## config.mk

```make
export PLATFORM = sky130hd
export DESIGN_NAME = default_descriptor_server
export DESIGN_NICKNAME = d
export VERILOG_FILES = /design/src/logic/default_descriptor_server.v /design/src/logic/descriptor_rom.v
export VERILOG_INCLUDE_DIRS = /design/src /design/src/logic
export SDC_FILE = /design/constraint.sdc
export NUM_CORES = 1
export LEC_CHECK = 0
export BUFFER_PORTS_ARGS = -buffer_cell sky130_fd_sc_hd__buf_2
export CAP_MARGIN = 20
export CORE_UTILIZATION = 43
export DETAILED_ROUTE_END_ITERATION = 10
export GPL_TIMING_DRIVEN = 0
export RECOVER_POWER = 100
export SETUP_SLACK_MARGIN = 0.1
export SYNTH_ARGS = -nofsm -noshare
export SYNTH_HDL_FRONTEND = slang
export SYNTH_SLANG_ARGS = --single-unit
```

## constraint.sdc

```tcl
create_clock -name ref_clk_i -period 12.8 [get_ports ref_clk_i]
set_input_delay 1.28 -clock ref_clk_i [delete_from_list [all_inputs] [get_ports ref_clk_i]]
set_output_delay 1.28 -clock ref_clk_i [all_outputs]
set_load 0.1 [all_outputs]
```

## src/logic/descriptor_defines.vh

```
`ifndef DESCRIPTOR_DEFINES_VH
`define DESCRIPTOR_DEFINES_VH

// descriptor type codes
`define DT_DEVICE           8'h01
`define DT_CONFIG           8'h02
`define DT_INTERFACE        8'h04
`define DT_ENDPOINT         8'h05
`define DT_QUALIFIER        8'h06

// descriptor lengths
`define LEN_DEVICE          8'h12
`define LEN_QUALIFIER       8'h0a
`define LEN_CONFIG          8'h09
`define LEN_INTERFACE       8'h09
`define LEN_ENDPOINT        8'h07

// field values
`define SPEC_REL_LO         8'h00
`define SPEC_REL_HI         8'h02
`define CLASS_VENDOR        8'hff
`define EP0_MAX_PKT         8'h40
`define NO_STRING           8'h00
`define NUM_CONFIGS         8'h01
`define QUAL_RESERVED       8'h00
`define CFG_TOTAL_LO        8'hab
`define CFG_TOTAL_HI        8'h00
`define CFG_NUM_IFACES      8'h01
`define CFG_VALUE           8'h01
`define CFG_ATTR_BUS_PWR    8'h80
`define CFG_MAX_POWER       8'h32
`define IFACE_NUMBER        8'h00
`define ALT0_SETTING        8'h00
`define ALT0_NUM_EP         8'h00
`define ALT1_SETTING        8'h01
`define ALT1_NUM_EP         8'h06

// byte layout of the stored configuration set
`define CFG_ALT0_BASE       8'h09
`define CFG_ALT1_BASE       8'h12
`define CFG_EP_BASE         8'h1b
`define CFG_STORED_LEN      8'h45

// source selects of the byte server
`define KIND_DEVICE         2'h0
`define KIND_QUALIFIER      2'h1
`define KIND_CONFIG         2'h2
`define KIND_REPLY          2'h3

// standard request codes and request types
`define RQ_GET_CONFIG       8'h08
`define RQ_SET_CONFIG       8'h09
`define RQ_GET_DESCRIPTOR   8'h06
`define RQ_GET_INTERFACE    8'h0a
`define RQ_SET_INTERFACE    8'h0b
`define RT_DEV_IN           8'h80
`define RT_DEV_OUT          8'h00
`define RT_IF_IN            8'h81
`define RT_IF_OUT           8'h01

`endif

```

## src/logic/default_descriptor_server.v

```verilog
// How it works
// - device descriptor is 18 bytes, length then device type code
// - device descriptor reports release 2.00, low byte first
// - device class, subclass and protocol read vendor-specific
// - endpoint zero packet size is 64 bytes
// - vendor then product identifier, each low byte first
// - release number, low byte first, set by part variant
// - all three string index bytes are zero
// - last device byte reports one configuration
// - get-descriptor for device returns the device descriptor
// - bytes go out in ascending offset order, exactly as stored
// - qualifier is 10 bytes, type 06, release and class as device
// - qualifier gives 64-byte packet, one configuration, zero reserved
// - configuration header is 9 bytes, type 02, one interface
// - configuration total length reads 171, low byte first
// - configuration value is 1; host selects it by set-configuration
// - bus powered, no wakeup, 100 mA, no string
// - alternate 0 interface: 9 bytes, type 04, no endpoints, vendor class
// - alternate 1 interface: setting 1, six endpoints, vendor class
// - each endpoint descriptor is 7 bytes with type 05
`timescale 1ns/1ps
`include "descriptor_defines.vh"

module default_descriptor_server #(
	parameter [15:0]  VENDOR_ID   = 16'h1234, // arbitrary value
	parameter [15:0]  PRODUCT_ID  = 16'h5678, // arbitrary value
	parameter [15:0]  RELEASE_BCD = 16'h0000,
	parameter [239:0] EP_BODY     = 240'h0
) (
	input  wire        ref_clk_i,
	input  wire        arst_n_i,
	input  wire        setup_valid_i,
	input  wire [7:0]  setup_type_i,
	input  wire [7:0]  setup_request_i,
	input  wire [15:0] setup_value_i,
	input  wire [15:0] setup_index_i,
	input  wire [15:0] setup_length_i,
	input  wire        tx_ready_i,
	output wire        busy_o,
	output wire        tx_valid_o,
	output wire [7:0]  tx_data_o,
	output wire        tx_last_o,
	output wire        done_o,
	output wire        stall_o,
	output wire        configured_o,
	output wire        alt_setting_o
);

	localparam [1:0] ST_IDLE = 2'b01;
	localparam [1:0] ST_SEND = 2'b10;

	reg  [1:0]  state_q;
	reg  [1:0]  state_d;
	reg  [1:0]  kind_q;
	reg  [1:0]  kind_d;
	reg  [7:0]  idx_q;
	reg  [7:0]  idx_d;
	reg  [7:0]  last_idx_q;
	reg  [7:0]  last_idx_d;
	reg  [7:0]  reply_q;
	reg  [7:0]  reply_d;
	reg         valid_q;
	reg         valid_d;
	reg  [7:0]  data_q;
	reg  [7:0]  data_d;
	reg         last_q;
	reg         last_d;
	reg         done_q;
	reg         done_d;
	reg         stall_q;
	reg         stall_d;
	reg         cfg_q;
	reg         cfg_d;
	reg         alt_q;
	reg         alt_d;
	reg         busy_q;
	reg         busy_d;
	reg  [1:0]  rom_kind;
	reg  [7:0]  rom_idx;
	wire [7:0]  rom_byte;
	reg  [7:0]  size;
	reg         want_data;
	reg  [15:0] send_len;

	// shorter of requested length and stored size
	function [15:0] clip_len;
		input [15:0] want;
		input [7:0]  have;
		begin
			if (want < {8'h00, have}) begin
				clip_len = want;
			end else begin
				clip_len = {8'h00, have};
			end
		end
	endfunction

	// true when a setup packet matches type and request code
	function is_req;
		input [7:0] rtype;
		input [7:0] rcode;
		input [7:0] want_type;
		input [7:0] want_code;
		begin
			is_req = (rtype == want_type) && (rcode == want_code);
		end
	endfunction

	// rom source select for a requested descriptor type
	// unknown types fall back to the device source, their byte is never sent
	function [1:0] kind_of;
		input [7:0] dtype;
		begin
			case (dtype)
			`DT_DEVICE:    kind_of = `KIND_DEVICE;
			`DT_QUALIFIER: kind_of = `KIND_QUALIFIER;
			`DT_CONFIG:    kind_of = `KIND_CONFIG;
			default:       kind_of = `KIND_DEVICE;
			endcase
		end
	endfunction

	descriptor_rom #(
		.VENDOR_ID   (VENDOR_ID),
		.PRODUCT_ID  (PRODUCT_ID),
		.RELEASE_BCD (RELEASE_BCD),
		.EP_BODY     (EP_BODY)
	) u_rom (
		.kind_i (rom_kind),
		.idx_i  (rom_idx),
		.byte_o (rom_byte)
	);

	// request decode and byte sequencing
	always @* begin
		state_d    = state_q;
		kind_d     = kind_q;
		idx_d      = idx_q;
		last_idx_d = last_idx_q;
		reply_d    = reply_q;
		valid_d    = valid_q;
		data_d     = data_q;
		last_d     = last_q;
		done_d     = 1'b0;
		stall_d    = 1'b0;
		cfg_d      = cfg_q;
		alt_d      = alt_q;
		busy_d     = busy_q;
		size       = 8'h00;
		want_data  = 1'b0;
		send_len   = 16'h0000;
		case (state_q)
		ST_IDLE: begin
			if (setup_valid_i) begin
				if (is_req(setup_type_i, setup_request_i, `RT_DEV_IN, `RQ_GET_DESCRIPTOR)
					&& setup_value_i[7:0] == 8'h00) begin
					want_data = 1'b1;
					case (setup_value_i[15:8])
					`DT_DEVICE: begin
						kind_d = `KIND_DEVICE;
						size   = `LEN_DEVICE;
					end
					`DT_QUALIFIER: begin
						kind_d = `KIND_QUALIFIER;
						size   = `LEN_QUALIFIER;
					end
					`DT_CONFIG: begin
						kind_d = `KIND_CONFIG;
						size   = `CFG_STORED_LEN;
					end
					default: begin
						want_data = 1'b0;
						stall_d   = 1'b1;
					end
					endcase
				end else if (is_req(setup_type_i, setup_request_i, `RT_DEV_IN, `RQ_GET_CONFIG)) begin
					want_data = 1'b1;
					kind_d    = `KIND_REPLY;
					size      = 8'h01;
					reply_d   = cfg_q ? `CFG_VALUE : 8'h00;
				end else if (is_req(setup_type_i, setup_request_i, `RT_DEV_OUT, `RQ_SET_CONFIG)) begin
					// only value 1 selects the configuration, 0 clears it
					if (setup_value_i == {8'h00, `CFG_VALUE}) begin
						cfg_d  = 1'b1;
						alt_d  = 1'b0;
						done_d = 1'b1;
					end else if (setup_value_i == 16'h0000) begin
						cfg_d  = 1'b0;
						alt_d  = 1'b0;
						done_d = 1'b1;
					end else begin
						stall_d = 1'b1;
					end
				end else if (is_req(setup_type_i, setup_request_i, `RT_IF_IN, `RQ_GET_INTERFACE)
					&& cfg_q && setup_index_i == 16'h0000) begin
					want_data = 1'b1;
					kind_d    = `KIND_REPLY;
					size      = 8'h01;
					reply_d   = {7'h00, alt_q};
				end else if (is_req(setup_type_i, setup_request_i, `RT_IF_OUT, `RQ_SET_INTERFACE)
					&& cfg_q && setup_index_i == 16'h0000 && setup_value_i < 16'h0002) begin
					alt_d  = setup_value_i[0];
					done_d = 1'b1;
				end else begin
					stall_d = 1'b1;
				end
				if (want_data) begin
					send_len = clip_len(setup_length_i, size);
					if (send_len == 16'h0000) begin
						done_d = 1'b1;
					end else begin
						// first byte fetched straight from the new source
						idx_d      = 8'h00;
						last_idx_d = send_len[7:0] - 8'h01;
						data_d     = (kind_d == `KIND_REPLY) ? reply_d : rom_byte;
						last_d     = (send_len == 16'h0001);
						valid_d    = 1'b1;
						busy_d     = 1'b1;
						state_d    = ST_SEND;
					end
				end
			end
		end
		ST_SEND: begin
			if (tx_ready_i) begin
				if (last_q) begin
					valid_d = 1'b0;
					last_d  = 1'b0;
					done_d  = 1'b1;
					busy_d  = 1'b0;
					state_d = ST_IDLE;
				end else begin
					// next offset in ascending order
					idx_d   = idx_q + 8'h01;
					data_d  = (kind_q == `KIND_REPLY) ? reply_q : rom_byte;
					last_d  = (idx_d == last_idx_q);
				end
			end
		end
		default: begin
			state_d = ST_IDLE;
			valid_d = 1'b0;
			last_d  = 1'b0;
			busy_d  = 1'b0;
		end
		endcase
	end

	// rom address: offset 0 of the requested source while idle,
	// the next offset while sending, so each fetch costs no cycle
	always @* begin
		rom_kind = kind_q;
		rom_idx  = idx_q + 8'h01;
		if (state_q != ST_SEND) begin
			rom_kind = kind_of(setup_value_i[15:8]);
			rom_idx  = 8'h00;
		end
	end

	// state flops
	always @(posedge ref_clk_i or negedge arst_n_i) begin
		if (!arst_n_i) begin
			state_q    <= ST_IDLE;
			kind_q     <= `KIND_DEVICE;
			idx_q      <= 8'h00;
			last_idx_q <= 8'h00;
			reply_q    <= 8'h00;
			valid_q    <= 1'b0;
			data_q     <= 8'h00;
			last_q     <= 1'b0;
			done_q     <= 1'b0;
			stall_q    <= 1'b0;
			cfg_q      <= 1'b0;
			alt_q      <= 1'b0;
			busy_q     <= 1'b0;
		end else begin
			state_q    <= state_d;
			kind_q     <= kind_d;
			idx_q      <= idx_d;
			last_idx_q <= last_idx_d;
			reply_q    <= reply_d;
			valid_q    <= valid_d;
			data_q     <= data_d;
			last_q     <= last_d;
			done_q     <= done_d;
			stall_q    <= stall_d;
			cfg_q      <= cfg_d;
			alt_q      <= alt_d;
			busy_q     <= busy_d;
		end
	end

	// outputs straight from flops
	assign busy_o        = busy_q;
	assign tx_valid_o    = valid_q;
	assign tx_data_o     = data_q;
	assign tx_last_o     = last_q;
	assign done_o        = done_q;
	assign stall_o       = stall_q;
	assign configured_o  = cfg_q;
	assign alt_setting_o = alt_q;

endmodule

```

## src/logic/descriptor_rom.v

```verilog
`timescale 1ns/1ps
`include "descriptor_defines.vh"

// combinational lookup of one stored descriptor byte
module descriptor_rom #(
	parameter [15:0]  VENDOR_ID   = 16'h1234,
	parameter [15:0]  PRODUCT_ID  = 16'h5678,
	parameter [15:0]  RELEASE_BCD = 16'h0000,
	parameter [239:0] EP_BODY     = 240'h0
) (
	input  wire [1:0] kind_i,
	input  wire [7:0] idx_i,
	output reg  [7:0] byte_o
);

	integer ep_num;
	integer ep_byte;
	reg     [7:0] rel;

	// pick the byte by descriptor and offset
	always @* begin
		ep_num  = 0;
		ep_byte = 0;
		rel     = 8'h00;
		byte_o  = 8'h00;
		case (kind_i)
		`KIND_DEVICE: begin
			case (idx_i)
			8'd0:    byte_o = `LEN_DEVICE;
			8'd1:    byte_o = `DT_DEVICE;
			8'd2:    byte_o = `SPEC_REL_LO;
			8'd3:    byte_o = `SPEC_REL_HI;
			8'd4,
			8'd5,
			8'd6:    byte_o = `CLASS_VENDOR;
			8'd7:    byte_o = `EP0_MAX_PKT;
			8'd8:    byte_o = VENDOR_ID[7:0];
			8'd9:    byte_o = VENDOR_ID[15:8];
			8'd10:   byte_o = PRODUCT_ID[7:0];
			8'd11:   byte_o = PRODUCT_ID[15:8];
			8'd12:   byte_o = RELEASE_BCD[7:0];
			8'd13:   byte_o = RELEASE_BCD[15:8];
			8'd14,
			8'd15,
			8'd16:   byte_o = `NO_STRING;
			8'd17:   byte_o = `NUM_CONFIGS;
			default: byte_o = 8'h00;
			endcase
		end
		`KIND_QUALIFIER: begin
			case (idx_i)
			8'd0:    byte_o = `LEN_QUALIFIER;
			8'd1:    byte_o = `DT_QUALIFIER;
			8'd2:    byte_o = `SPEC_REL_LO;
			8'd3:    byte_o = `SPEC_REL_HI;
			8'd4,
			8'd5,
			8'd6:    byte_o = `CLASS_VENDOR;
			8'd7:    byte_o = `EP0_MAX_PKT;
			8'd8:    byte_o = `NUM_CONFIGS;
			8'd9:    byte_o = `QUAL_RESERVED;
			default: byte_o = 8'h00;
			endcase
		end
		`KIND_CONFIG: begin
			if (idx_i < `CFG_ALT0_BASE) begin
				case (idx_i)
				8'd0:    byte_o = `LEN_CONFIG;
				8'd1:    byte_o = `DT_CONFIG;
				8'd2:    byte_o = `CFG_TOTAL_LO;
				8'd3:    byte_o = `CFG_TOTAL_HI;
				8'd4:    byte_o = `CFG_NUM_IFACES;
				8'd5:    byte_o = `CFG_VALUE;
				8'd6:    byte_o = `NO_STRING;
				8'd7:    byte_o = `CFG_ATTR_BUS_PWR;
				8'd8:    byte_o = `CFG_MAX_POWER;
				default: byte_o = 8'h00;
				endcase
			end else if (idx_i < `CFG_EP_BASE) begin
				// both interface descriptors share one layout
				rel = (idx_i < `CFG_ALT1_BASE) ? idx_i - `CFG_ALT0_BASE : idx_i - `CFG_ALT1_BASE;
				case (rel)
				8'd0:    byte_o = `LEN_INTERFACE;
				8'd1:    byte_o = `DT_INTERFACE;
				8'd2:    byte_o = `IFACE_NUMBER;
				8'd3:    byte_o = (idx_i < `CFG_ALT1_BASE) ? `ALT0_SETTING : `ALT1_SETTING;
				8'd4:    byte_o = (idx_i < `CFG_ALT1_BASE) ? `ALT0_NUM_EP : `ALT1_NUM_EP;
				8'd5,
				8'd6,
				8'd7:    byte_o = `CLASS_VENDOR;
				8'd8:    byte_o = `NO_STRING;
				default: byte_o = 8'h00;
				endcase
			end else if (idx_i < `CFG_STORED_LEN) begin
				// endpoint descriptors of the second setting
				ep_num  = (idx_i - `CFG_EP_BASE) / 7;
				ep_byte = (idx_i - `CFG_EP_BASE) % 7;
				if (ep_byte == 0) begin
					byte_o = `LEN_ENDPOINT;
				end else if (ep_byte == 1) begin
					byte_o = `DT_ENDPOINT;
				end else begin
					byte_o = EP_BODY[(ep_num * 5 + ep_byte - 2) * 8 +: 8];
				end
			end
		end
		default: byte_o = 8'h00;
		endcase
	end

endmodule
```

==> results of run 1 <==
[registers in the layout, summed over array words and instances (netlist names), 2 cells and up]
name / count
idx_q: 8
last_idx_q: 8
reply_q: 8
tx_data_o: 8
kind_q: 2
[where the power goes]
part / switching, µW / internal [µW] / leakage [µW] / total, µW
clock: 51.5 / 91.8 / 0.0000808 / 143
sequential: 0.260 / 130 / 0.000562 / 131
combinational: 18.1 / 10.2 / 0.00174 / 28.3
total: 69.9 / 232 / 0.00238 / 302
[cells in the final DEF, fill, tap and decap left out, drive strengths merged, types with 22 or more instances in the layout]
cell type | synthesis | final
nand2 | 90 | 90
buf | 16 | 80
nor2 | 66 | 66
o21ai | 54 | 54
a21oi | 45 | 45
dfrtp | 40 | 40
clkbuf | 16 | 40
ha | 22 | 22
inv | 22 | 22
xnor2 | 22 | 22
[per-layer routing]
metal  GRT usage (%)  part of all wire [%]
met5               0                     0
met4            4.57                  0.82
met3            3.38                   5.6
met2            43.3                    45
met1            40.0                    49
[through the flow]
step / total power (µW) / instance area (µm²)
after floorplan: 145 / 4970
final: 302 / 5690
after detailed placement: 162 / 5560
after CTS: 305 / 5720
after global placement: 161 / 5560
after global routing: 313 / 5690
[how the worst min path moves through the flow]
stage | startpoint | end | slack, ps | cells past startpoint
floorplan | idx_q[7]$_DFFE_PN0P_ | idx_q[7]$_DFFE_PN0P_ | 460 | 2
finish | state_q[0]$_DFFE_PN1P_ | state_q[0]$_DFFE_PN1P_ | 500 | 2
detailed placement | reply_q[3]$_DFFE_PN0P_ | reply_q[3]$_DFFE_PN0P_ | 490 | 1
CTS | state_q[0]$_DFFE_PN1P_ | state_q[0]$_DFFE_PN1P_ | 500 | 2
global route | reply_q[0]$_DFFE_PN0P_ | reply_q[0]$_DFFE_PN0P_ | 520 | 1
global placement | state_q[0]$_DFFE_PN1P_ | state_q[0]$_DFFE_PN1P_ | 480 | 2
[kinds of logic after synthesis]
group | Yosys count | synth area share [%]
muxes | 14 | 3.34
buffers and inverters | 54 | 4.95
and+or+nand+nor | 286 | 28.7
AOI/OAI and AO/OA | 213 | 29.0
adders and majority gates | 24 | 5.96
DFF | 41 | 20.6
xor gates and xnor gates | 31 | 7.32
[final cells by class]
class	instances	share of cell area, %
multi-input cells	568	64.8
flip-flops and latches	41	18.1
repair buffers	82	6.86
well taps	140	3.08
plain buffers	32	2.84
clock buffers	6	2.27
inverters	22	1.45
clock inverters	2	0.616
[critical path, stage by stage]
cell and delay (ps):
buf_2 100, nor4_1 570, nand4_1 210, nor3_1 620, nand3_1 380, ha_1 380, o21a_1 110, o21a_1 170
o21a_1 180, o21a_1 210, nor2_1 320, clkbuf_1 350, nor2_1 90, a21oi_1 190, ha_1 250, inv_1 90
nor4_1 490, nor3_1 260, o21ai_0 1100, clkbuf_1 420, o21ai_0 150
==> reports/summary.txt, run 1 <==
GRT Util Overall -> 27.3%
Peak supply drop -> 0.0502 mV
Required @ worst endpoint -> 12930 ps
CTS tree -> built
violations in the final reports -> max-capacitance violations, max-slew violations
post-layout util -> 51.3%
vias in the first global route -> 5069
worst reg2reg path depth -> 27
CTS buffer count -> 5
worst slack, placed -> 5770 ps
clock tree buffer depth -> 2
clk_lat worst skew -> 280 ps
antenna cell count -> 0
post-CTS sizing -> 0
final worst slack -> 4990 ps
Most used DFF post-synth -> dfrtp_1
Pwr Density -> 53.2 nW/µm²
area share of the largest cell type after synthesis -> 20.1%
Max-slew headroom -> -48.8%
crit-path max FO -> 10
synth warn -> 0
max-slew violation count -> 42
layout cells sized above 1 -> 15.9%
CP startpoint -> setup_type_i[0]
CP Capture Type -> register
PortBufs -> 82
Die Y -> 110 µm
fin crit period -> 7810 ps
Residual DRC -> 0
R2R Path End -> tx_data_o[1]$_DFFE_PN0P_
drt pass-1 iters -> 5
vias -> 5474
DIE WIDTH -> 110 µm
Least-Margin Pin Slew -> 2230 ps
top-count cell post-synth -> nand2_1
initial antenna violation count -> 0
routed wire length -> 15700 µm
Placed Instances -> 885
fmax -> 128 MHz
Initial DRC Count -> 587
Post-CTS Setup Inserts -> 0
Root Driver -> clkbuf_16
R2R Setup Slk -> 6010 ps
hold_buf cts -> 0
area taken by flip-flops and latches -> 1030 µm²
clock sink count -> 41
post-DR vias/cell -> 6.13
Seq/Total Area, Yosys -> 20.6%
first-pass GRT wire length -> 25800 µm
DP HPWL -> 12400 µm
Gate Count Post-Synth -> 663
CP arrival -> 7940 ps
LEAKAGE -> 0.00238 µW
starting density of the core -> 44.9%
GPL Wtd Cong -> 0.935
multi-input logic area -> 3690 µm²
non-filler cells in the finished layout -> 893
number of I/O pins -> 83
Clock H-tree levels -> 2
Yosys top cell by area -> dfrtp_1
Post-Route Skew -> 8.70 ps
Post-synth EDFFs -> 0
DR WL/cell -> 17.5 µm
outcome -> finished with violations
worst hold path type -> register to register
maxcap violations -> 1
Final period util -> 61.0%
gr ovfl total -> 0
Synth Cell Area -> 4970 µm²
num rows -> 38
Final Hold Fails -> 0
syn_nets -> 753
# setup viols final -> 0
RSZ-0062 raised after global routing -> false
ANT nets after route -> 0
syn avg cell area -> 7.50 µm²
Clock Pin Slew Worst Setup and Hold Paths -> 60 ps
critical path class -> primary input to register
pin count of the biggest net entering global routing -> 42
synth-to-layout area growth -> 14.3%
synth cell count leaders -> nand2_1 (90), nor2_1 (65), a21oi_1 (45)
crit start category -> primary input
Synth cell types -> 94
R2R Path Start -> tx_valid_o$_DFFE_PN0P_
flop and latch count out of synthesis -> 41
Hold WS -> 497 ps
Final nets -> 842
asr flop ratio synth -> 100%
Setup crit end -> idx_q[0]$_DFFE_PN0P_
Filler Cell Count -> 1114
Total Die Area -> 12000 µm²
largest cells by area after synthesis -> dfrtp_1 (20%), nand2_1 (6.8%), ha_1 (5.5%)
core footprint -> 11100 µm²
TNS Setup -> 0 ps
Note: power is estimated with default switching activity, not from simulation.
==> run 2, diff against run 1 <==
--- a/config.mk
+++ b/config.mk
@@ -6,6 +6,7 @@
 export SDC_FILE = /design/constraint.sdc
 export NUM_CORES = 1
 export LEC_CHECK = 0
+export ABC_AREA = 1
 export BUFFER_PORTS_ARGS = -buffer_cell sky130_fd_sc_hd__buf_2
 export CAP_MARGIN = 20
 export CORE_UTILIZATION = 43
==> constraint.sdc (replaced) <==
create_clock -name ref_clk_i -period 7.85 [get_ports ref_clk_i]
set_input_delay 0.785 -clock ref_clk_i [delete_from_list [all_inputs] [get_ports ref_clk_i]]
set_output_delay 0.785 -clock ref_clk_i [all_outputs]
set_load 0.1 [all_outputs]
==> run 2 against run 1 <==
Effect of this change:
- setup slack lost 3100 ps
- routed wire length shrank 18%
- synthesized cell count grew 13%
- non-clock buffer count shrank 23
- largest cell class unchanged
- utilization shrank 0.73 points
- the run still ends with max-capacitance violations, max-slew violations left
==> reports/summary.txt, run 2 <==
outcome -> finished with violations
violations in the final reports -> max-capacitance violations, max-slew violations
flop and latch count out of synthesis -> 41 (unchanged)
Pwr Density -> 76.0 nW/µm² (+43%)
pin count of the biggest net entering global routing -> 42 (unchanged)
area share of the largest cell type after synthesis -> 21.7% (+1.5 points)
synth-to-layout area growth -> 13.5%
hold_buf cts -> 0 (unchanged)
vias -> 5009 (-8.5%)
DP HPWL -> 10600 µm (-14%)
worst hold path type -> register to register
post-DR vias/cell -> 5.14 (-16%)
asr flop ratio synth -> 100% (unchanged)
Filler Cell Count -> 1111 (-0.27%)
DR WL/cell -> 13.2 µm (-25%)
max-slew violation count -> 42 (unchanged)
Residual DRC -> 0 (unchanged)
core footprint -> 10400 µm² (-6.4%)
DIE WIDTH -> 106 µm (-3.5%)
GRT Util Overall -> 23.5% (-3.8 points)
layout cells sized above 1 -> 15.5% (-0.42 points)
Initial DRC Count -> 271 (-54%)
area taken by flip-flops and latches -> 1030 µm² (unchanged)
Total Die Area -> 11200 µm² (-7.0%)
ANT nets after route -> 0 (unchanged)
PortBufs -> 82 (unchanged)
commonest cells after routing, fill and taps aside -> nand2_1 (202), inv_1 (120), nor2_1 (83)
most frequent CP cell -> nand2_1
TNS Setup -> 0 ps (unchanged)
LEAKAGE -> 0.00283 µW (+19%)
Final period util -> 76.1%
Final nets -> 928 (+10%)
RSZ-0062 raised after global routing -> false
crit-path max FO -> 12 (+2)
starting density of the core -> 44.6% (-0.34 points)
fin crit period -> 5970 ps
Gate Count Post-Synth -> 749 (+13%)
Max-slew headroom -> -51.3% (-2.5 points)
Worst path slowest cell -> dfstp_2
Finished Cell Area -> 5250 µm² (-7.7%)
top-count cell post-synth -> nand2_1
syn avg cell area -> 6.17 µm² (-18%)
initial antenna violation count -> 0 (unchanged)
Post-synth EDFFs -> 0 (unchanged)
CP startpoint -> state_q[0]$_DFFE_PN1P_
GPL Wtd Cong -> 0.889 (-4.9%)
Hold Startpoint -> tx_data_o[5]$_DFFE_PN0P_
Least-Margin Pin Slew -> 2270 ps (+36.8 ps)
Synth Cell Area -> 4620 µm² (-7.1%)
Synth cell types -> 56 (-40%)
Die Y -> 106 µm (-3.5%)
post-CTS sizing -> 0 (unchanged)
Required @ worst endpoint -> 8090 ps (-4840 ps)
routed wire length -> 12800 µm (-18%)
syn_nets -> 839 (+11%)
clock sink count -> 41 (unchanged)
Root Driver -> clkbuf_8
Peak supply drop -> 0.0704 mV (+40%)
CP arrival -> 6220 ps (-1720 ps)
Yosys top cell by area -> dfrtp_1
maxcap violations -> 1 (unchanged)
kind of cell adding the most delay to the critical path -> simple AND/OR/NAND/NOR gates
gr ovfl total -> 0 (unchanged)
num rows -> 37 (-2.6%)
worst path bufs/invs -> 4 (unchanged)
first-pass GRT wire length -> 21300 µm (-17%)
CTS tree -> built
Most used DFF post-synth -> dfrtp_1
clock tree buffer depth -> 2 (unchanged)
Final Hold Fails -> 0 (unchanged)
Seq/Total Area, Yosys -> 22.2% (+1.6 points)
number of I/O pins -> 83 (unchanged)
CP Capture Type -> register
Worst path max stage delay -> 540 ps (-560 ps)
vias in the first global route -> 4733 (-6.6%)
Post-CTS Setup Inserts -> 0 (unchanged)
Clock Pin Slew Worst Setup and Hold Paths -> 80 ps (+20 ps)
Hold WS -> 485 ps (-11.8 ps)
drt pass-1 iters -> 5 (unchanged)
DP Area -> 5200 µm² (-6.4%)
multi-input logic area -> 3040 µm² (-17%)
R2R Path Start -> state_q[0]$_DFFE_PN1P_
critical path class -> register to register
synth cell count leaders -> nand2_1 (202), inv_1 (119), nor2_1 (83)
CTS buffer count -> 5 (unchanged)
Clock H-tree levels -> 2 (unchanged)
crit start category -> register
fmax -> 167 MHz
antenna cell count -> 0 (unchanged)
commonest non-fill, non-tap cell in the layout -> nand2_1
largest cells by area after synthesis -> dfrtp_1 (22%), nand2_1 (16%), inv_1 (9.7%)
# setup viols final -> 0 (unchanged)
synth warn -> 0 (unchanged)
clk_lat worst skew -> 290 ps (about the same)
Post-Route Skew -> 7.24 ps (-1.47 ps)
[run 2: logic make-up after synthesis]
| logic type | after synthesis | synth area share (%) |
|---|---|---|
| and+or+nand+nor | 426 | 42.7 |
| xor gates and xnor gates | 11 | 2.25 |
| adders and majority gates | 22 | 5.96 |
| muxes | 3 | 0.677 |
| buffers and inverters | 137 | 11.4 |
| DFF | 41 | 22.2 |
| AOI/OAI and AO/OA | 109 | 14.8 |
[run 2: worst register-to-register path: cells and delay by family (launching register included)]
family / cells / cell delay, ps
DFF: 1 / 540
adders and majority gates: 4 / 980
buffers and inverters: 4 / 870
and+or+nand+nor: 27 / 3100
AOI/OAI and AO/OA: 2 / 440
[run 2: layout make-up]
class / count / area share, %
inverters: 128 / 9.16
clock buffers: 6 / 1.57
well taps: 136 / 3.24
clock inverters: 1 / 0.143
multi-input cells: 571 / 58.0
repair buffers: 82 / 7.44
plain buffers: 9 / 0.858
flip-flops and latches: 41 / 19.6
[run 2: layer usage]
layer  up-vias  wire length (µm)  global-route usage [%]
li1       2617                 -                       -
met1      2252              5920                    29.2
met2       122              6190                    42.4
met3        18               480                    2.41
met4         0               233                    7.44
met5         -                 0                       0
[run 2: stage by stage]
step	util [%]	power, µW	cells	setup WS [ps]
2_1_floorplan	-	236	749	2650
3_3_place_gp	50.2	262	967	2360
3_5_place_dp	50.2	263	967	2300
4_1_cts	51.0	407	974	2290
5_1_grt	50.6	419	974	1290
6_report	50.6	399	974	1880
[run 2: final timing paths]
path,end,slack [ps],cells after the start
worst max-delay path,tx_data_o[2]$_DFFE_PN0P_,1880,37
worst min-delay path,tx_data_o[5]$_DFFE_PN0P_,490,2
worst max register to register,tx_data_o[2]$_DFFE_PN0P_,1880,37
worst min register to register,tx_data_o[5]$_DFFE_PN0P_,490,2
max in group asynchronous,tx_data_o[0]$_DFFE_PN0P_,5400,1
min in group asynchronous,done_o$_DFF_PN0_,1160,1
[run 2: power breakdown]
group          internal, µW  total [µW]  switching [µW]
Sequential              213         216            2.45
Combinational          17.9        41.4            23.5
Clock                  69.5         142            72.1
Total                   301         399            98.0
==> run 3, diff against run 2 <==
--- a/config.mk
+++ b/config.mk
@@ -6,12 +6,13 @@
 export SDC_FILE = /design/constraint.sdc
 export NUM_CORES = 1
 export LEC_CHECK = 0
-export ABC_AREA = 1
+export ABC_AREA = 0
 export BUFFER_PORTS_ARGS = -buffer_cell sky130_fd_sc_hd__buf_2
 export CAP_MARGIN = 20
 export CORE_UTILIZATION = 43
 export DETAILED_ROUTE_END_ITERATION = 10
 export GPL_TIMING_DRIVEN = 0
+export PLACE_DENSITY = 0.66
 export RECOVER_POWER = 100
 export SETUP_SLACK_MARGIN = 0.1
 export SYNTH_ARGS = -nofsm -noshare
==> constraint.sdc (replaced) <==
create_clock -name ref_clk_i -period 5.4 [get_ports ref_clk_i]
set_input_delay 0.54 -clock ref_clk_i [delete_from_list [all_inputs] [get_ports ref_clk_i]]
set_output_delay 0.54 -clock ref_clk_i [all_outputs]
set_load 0.1 [all_outputs]
==> run 3 against run 2 <==
Effect of this change:
- the flow still finishes with violations (max-capacitance violations, max-slew violations)
- largest power group unchanged
- worst hold slack gained 16 ps
- first-iteration DRC count grew 29%
- critical path type is now primary input to register
- flip-flop and latch count is the same
- via count grew 11%
- routed wire length grew 21%
==> reports/summary.txt, run 3 (synthesis results as in run 1) <==
CTS tree -> built
worst hold path type -> register to register
Hold WS -> 501 ps (+15.6 ps)
Filler Cell Count -> 1084 (-2.4%)
maxcap violations -> 1 (unchanged)
GRT Util Overall -> 26.9% (+3.4 points)
PortBufs -> 82 (unchanged)
Max-slew headroom -> -50.8% (+0.43 points)
crit-path max FO -> 10 (-2)
DP HPWL -> 11900 µm (+12%)
ANT nets after route -> 0 (unchanged)
commonest non-fill, non-tap cell in the layout -> nand2_1
Finished Cell Area -> 6050 µm² (+15%)
num rows -> 38 (+2.7%)
R2R Path Start -> idx_q[0]$_DFFE_PN0P_
pin count of the biggest net entering global routing -> 42 (unchanged)
Root Driver -> clkbuf_16
hold path depth -> 2 (unchanged)
core footprint -> 11100 µm² (+6.8%)
violations in the final reports -> max-capacitance violations, max-slew violations
hold_buf cts -> 0 (unchanged)
Final nets -> 857 (-7.7%)
clock sink count -> 41 (unchanged)
CP arrival -> 5240 ps (-980 ps)
Pwr Density -> 112 nW/µm² (+47%)
starting density of the core -> 44.9% (+0.34 points)
first-pass GRT wire length -> 25500 µm (+20%)
R2R Setup Slk -> 340 ps (-1540 ps)
Required @ worst endpoint -> 5550 ps (-2540 ps)
DIE WIDTH -> 110 µm (+3.7%)
Total Die Area -> 12000 µm² (+7.5%)
DP Area -> 5570 µm² (+7.0%)
CP Capture Type -> register
Clock Pin Slew Worst Setup and Hold Paths -> 60 ps (-20 ps)
fmax -> 196 MHz
synth-to-layout area growth -> 21.6%
layout cells sized above 1 -> 23.0% (+7.5 points)
Peak supply drop -> 0.120 mV (+71%)
critical path class -> primary input to register
Clock H-tree levels -> 2 (unchanged)
vias -> 5571 (+11%)
initial antenna violation count -> 0 (unchanged)
clock tree buffer depth -> 2 (unchanged)
R2R Path End -> tx_data_o[1]$_DFFE_PN0P_
Post-Route Skew -> 4.33 ps (-2.90 ps)
number of I/O pins -> 83 (unchanged)
Final Hold Fails -> 0 (unchanged)
Initial DRC Count -> 349 (+29%)
# setup viols final -> 0 (unchanged)
fin crit period -> 5090 ps
CTS buffer count -> 5 (unchanged)
Least-Margin Pin Slew -> 2260 ps (-6.52 ps)
gr ovfl total -> 0 (unchanged)
worst reg2reg path depth -> 26 (-30%)
vias in the first global route -> 5263 (+11%)
outcome -> finished with violations
Residual DRC -> 0 (unchanged)
post-DR vias/cell -> 6.14 (+19%)
antenna cell count -> 0 (unchanged)
LEAKAGE -> 0.00250 µW (-11%)
Hold Startpoint -> last_idx_q[6]$_DFFE_PN0P_
clk_lat worst skew -> 290 ps (about the same)
Die Y -> 110 µm (+3.7%)
Final period util -> 94.3%
DR WL/cell -> 17.2 µm (+30%)
RSZ-0062 raised after global routing -> true
commonest cells after routing, fill and taps aside -> nand2_1 (88), buf_2 (71), nor2_1 (62)
hold path endpoint -> last_idx_q[6]$_DFFE_PN0P_
GPL Wtd Cong -> 0.915 (+2.9%)
total power -> 677 µW (+70%)
max-slew violation count -> 42 (unchanged)
drt pass-1 iters -> 5 (unchanged)
crit start category -> primary input
routed wire length -> 15600 µm (+21%)
-- run 3: changes by cell type in the layout (fill, tap and decap cells not counted), moves of 8 or more --
cell     previous run  this run
nand2_1           202        88
inv_1             120        19
nand3_1            51        16
a21oi_1            17        43
nor2_1             83        62
buf_4               1        21
nand2_2            16         1
xnor2_1             3        18
nor2b_1             0        14
a31oi_1             5        15
o21ai_1             0         8
-- run 3: layout make-up --
| type | instances | area, µm² | share of cell area, % |
|---|---|---|---|
| Tap cell | 140 | 175 | 2.89 |
| Multi-Input combinational cell | 568 | 3890 | 64.3 |
| Timing Repair Buffer | 97 | 499 | 8.25 |
| Clock inverter | 3 | 17.5 | 0.289 |
| Sequential cell | 41 | 1030 | 17.1 |
| Inverter | 22 | 86.3 | 1.43 |
| Buffer | 32 | 225 | 3.72 |
| Clock buffer | 5 | 125 | 2.07 |
-- run 3: power by group --
part,total [µW],internal (µW),switching [µW],leakage (µW)
sequential,310,309,1.11,0.000558
combinational,69.6,24.7,44.9,0.00187
clock,297,170,128,0.0000696
total,677,503,174,0.00250
-- run 3: critical path: stages --
cell and delay [ps]:
buf_2 90, or4_1 550, or3_1 440, nor2_1 250, nand2_1 170, ha_1 300, o21a_1 100, o21a_1 170
o21a_2 250, nor2_4 160, clkbuf_2 230, nor2_1 70, a21oi_1 180, ha_1 240, inv_1 100, nor4_4 420
nor3_4 130, o21a_2 320, clkbuf_2 270, nor2_1 160, a31oi_1 70
-- run 3: metrics by stage --
stage	instances	TNS [ps]	setup WS [ps]	util, %
global placement	885	-15970	-755	50.2
CTS	896	0	81.7	52.8
detailed placement	885	-16390	-862	50.2
finish	908	0	309	54.6
global route	908	0	45.4	54.6
floorplan	663	0	142	-
-- run 3: worst max-delay path by stage --
stage / from / end / depth (start not counted) / slack (ps)
finish: setup_value_i[12] / tx_data_o[6]$_DFFE_PN0P_ / 21 / 310
global route: setup_value_i[12] / tx_data_o[1]$_DFFE_PN0P_ / 20 / 50
CTS: state_q[0]$_DFFE_PN1P_ / tx_data_o[1]$_DFFE_PN0P_ / 29 / 80
detailed placement: state_q[0]$_DFFE_PN1P_ / tx_data_o[1]$_DFFE_PN0P_ / 28 / -860
global placement: state_q[0]$_DFFE_PN1P_ / tx_data_o[1]$_DFFE_PN0P_ / 28 / -760
floorplan: tx_valid_o$_DFFE_PN0P_ / tx_data_o[1]$_DFFE_PN0P_ / 28 / 140
-- run 3: routing by layer --
layer / part of all wire (%) / global-route usage (%) / vias up
met1: 46 / 37.8 / 2646
met3: 6.6 / 4.39 / 25
li1: - / - / 2691
met5: 0 / 0 / -
met2: 46 / 42.9 / 209
met4: 1.4 / 6.57 / 0
-- run 3: what timing repair did --
item | in CTS | in global routing
hold endpoints to repair | 0 | 0
pin swaps | 3 | 14
buffers inserted | 3 | 12
gates resized for setup | 29 | 43
setup endpoints to repair | 27 | 27
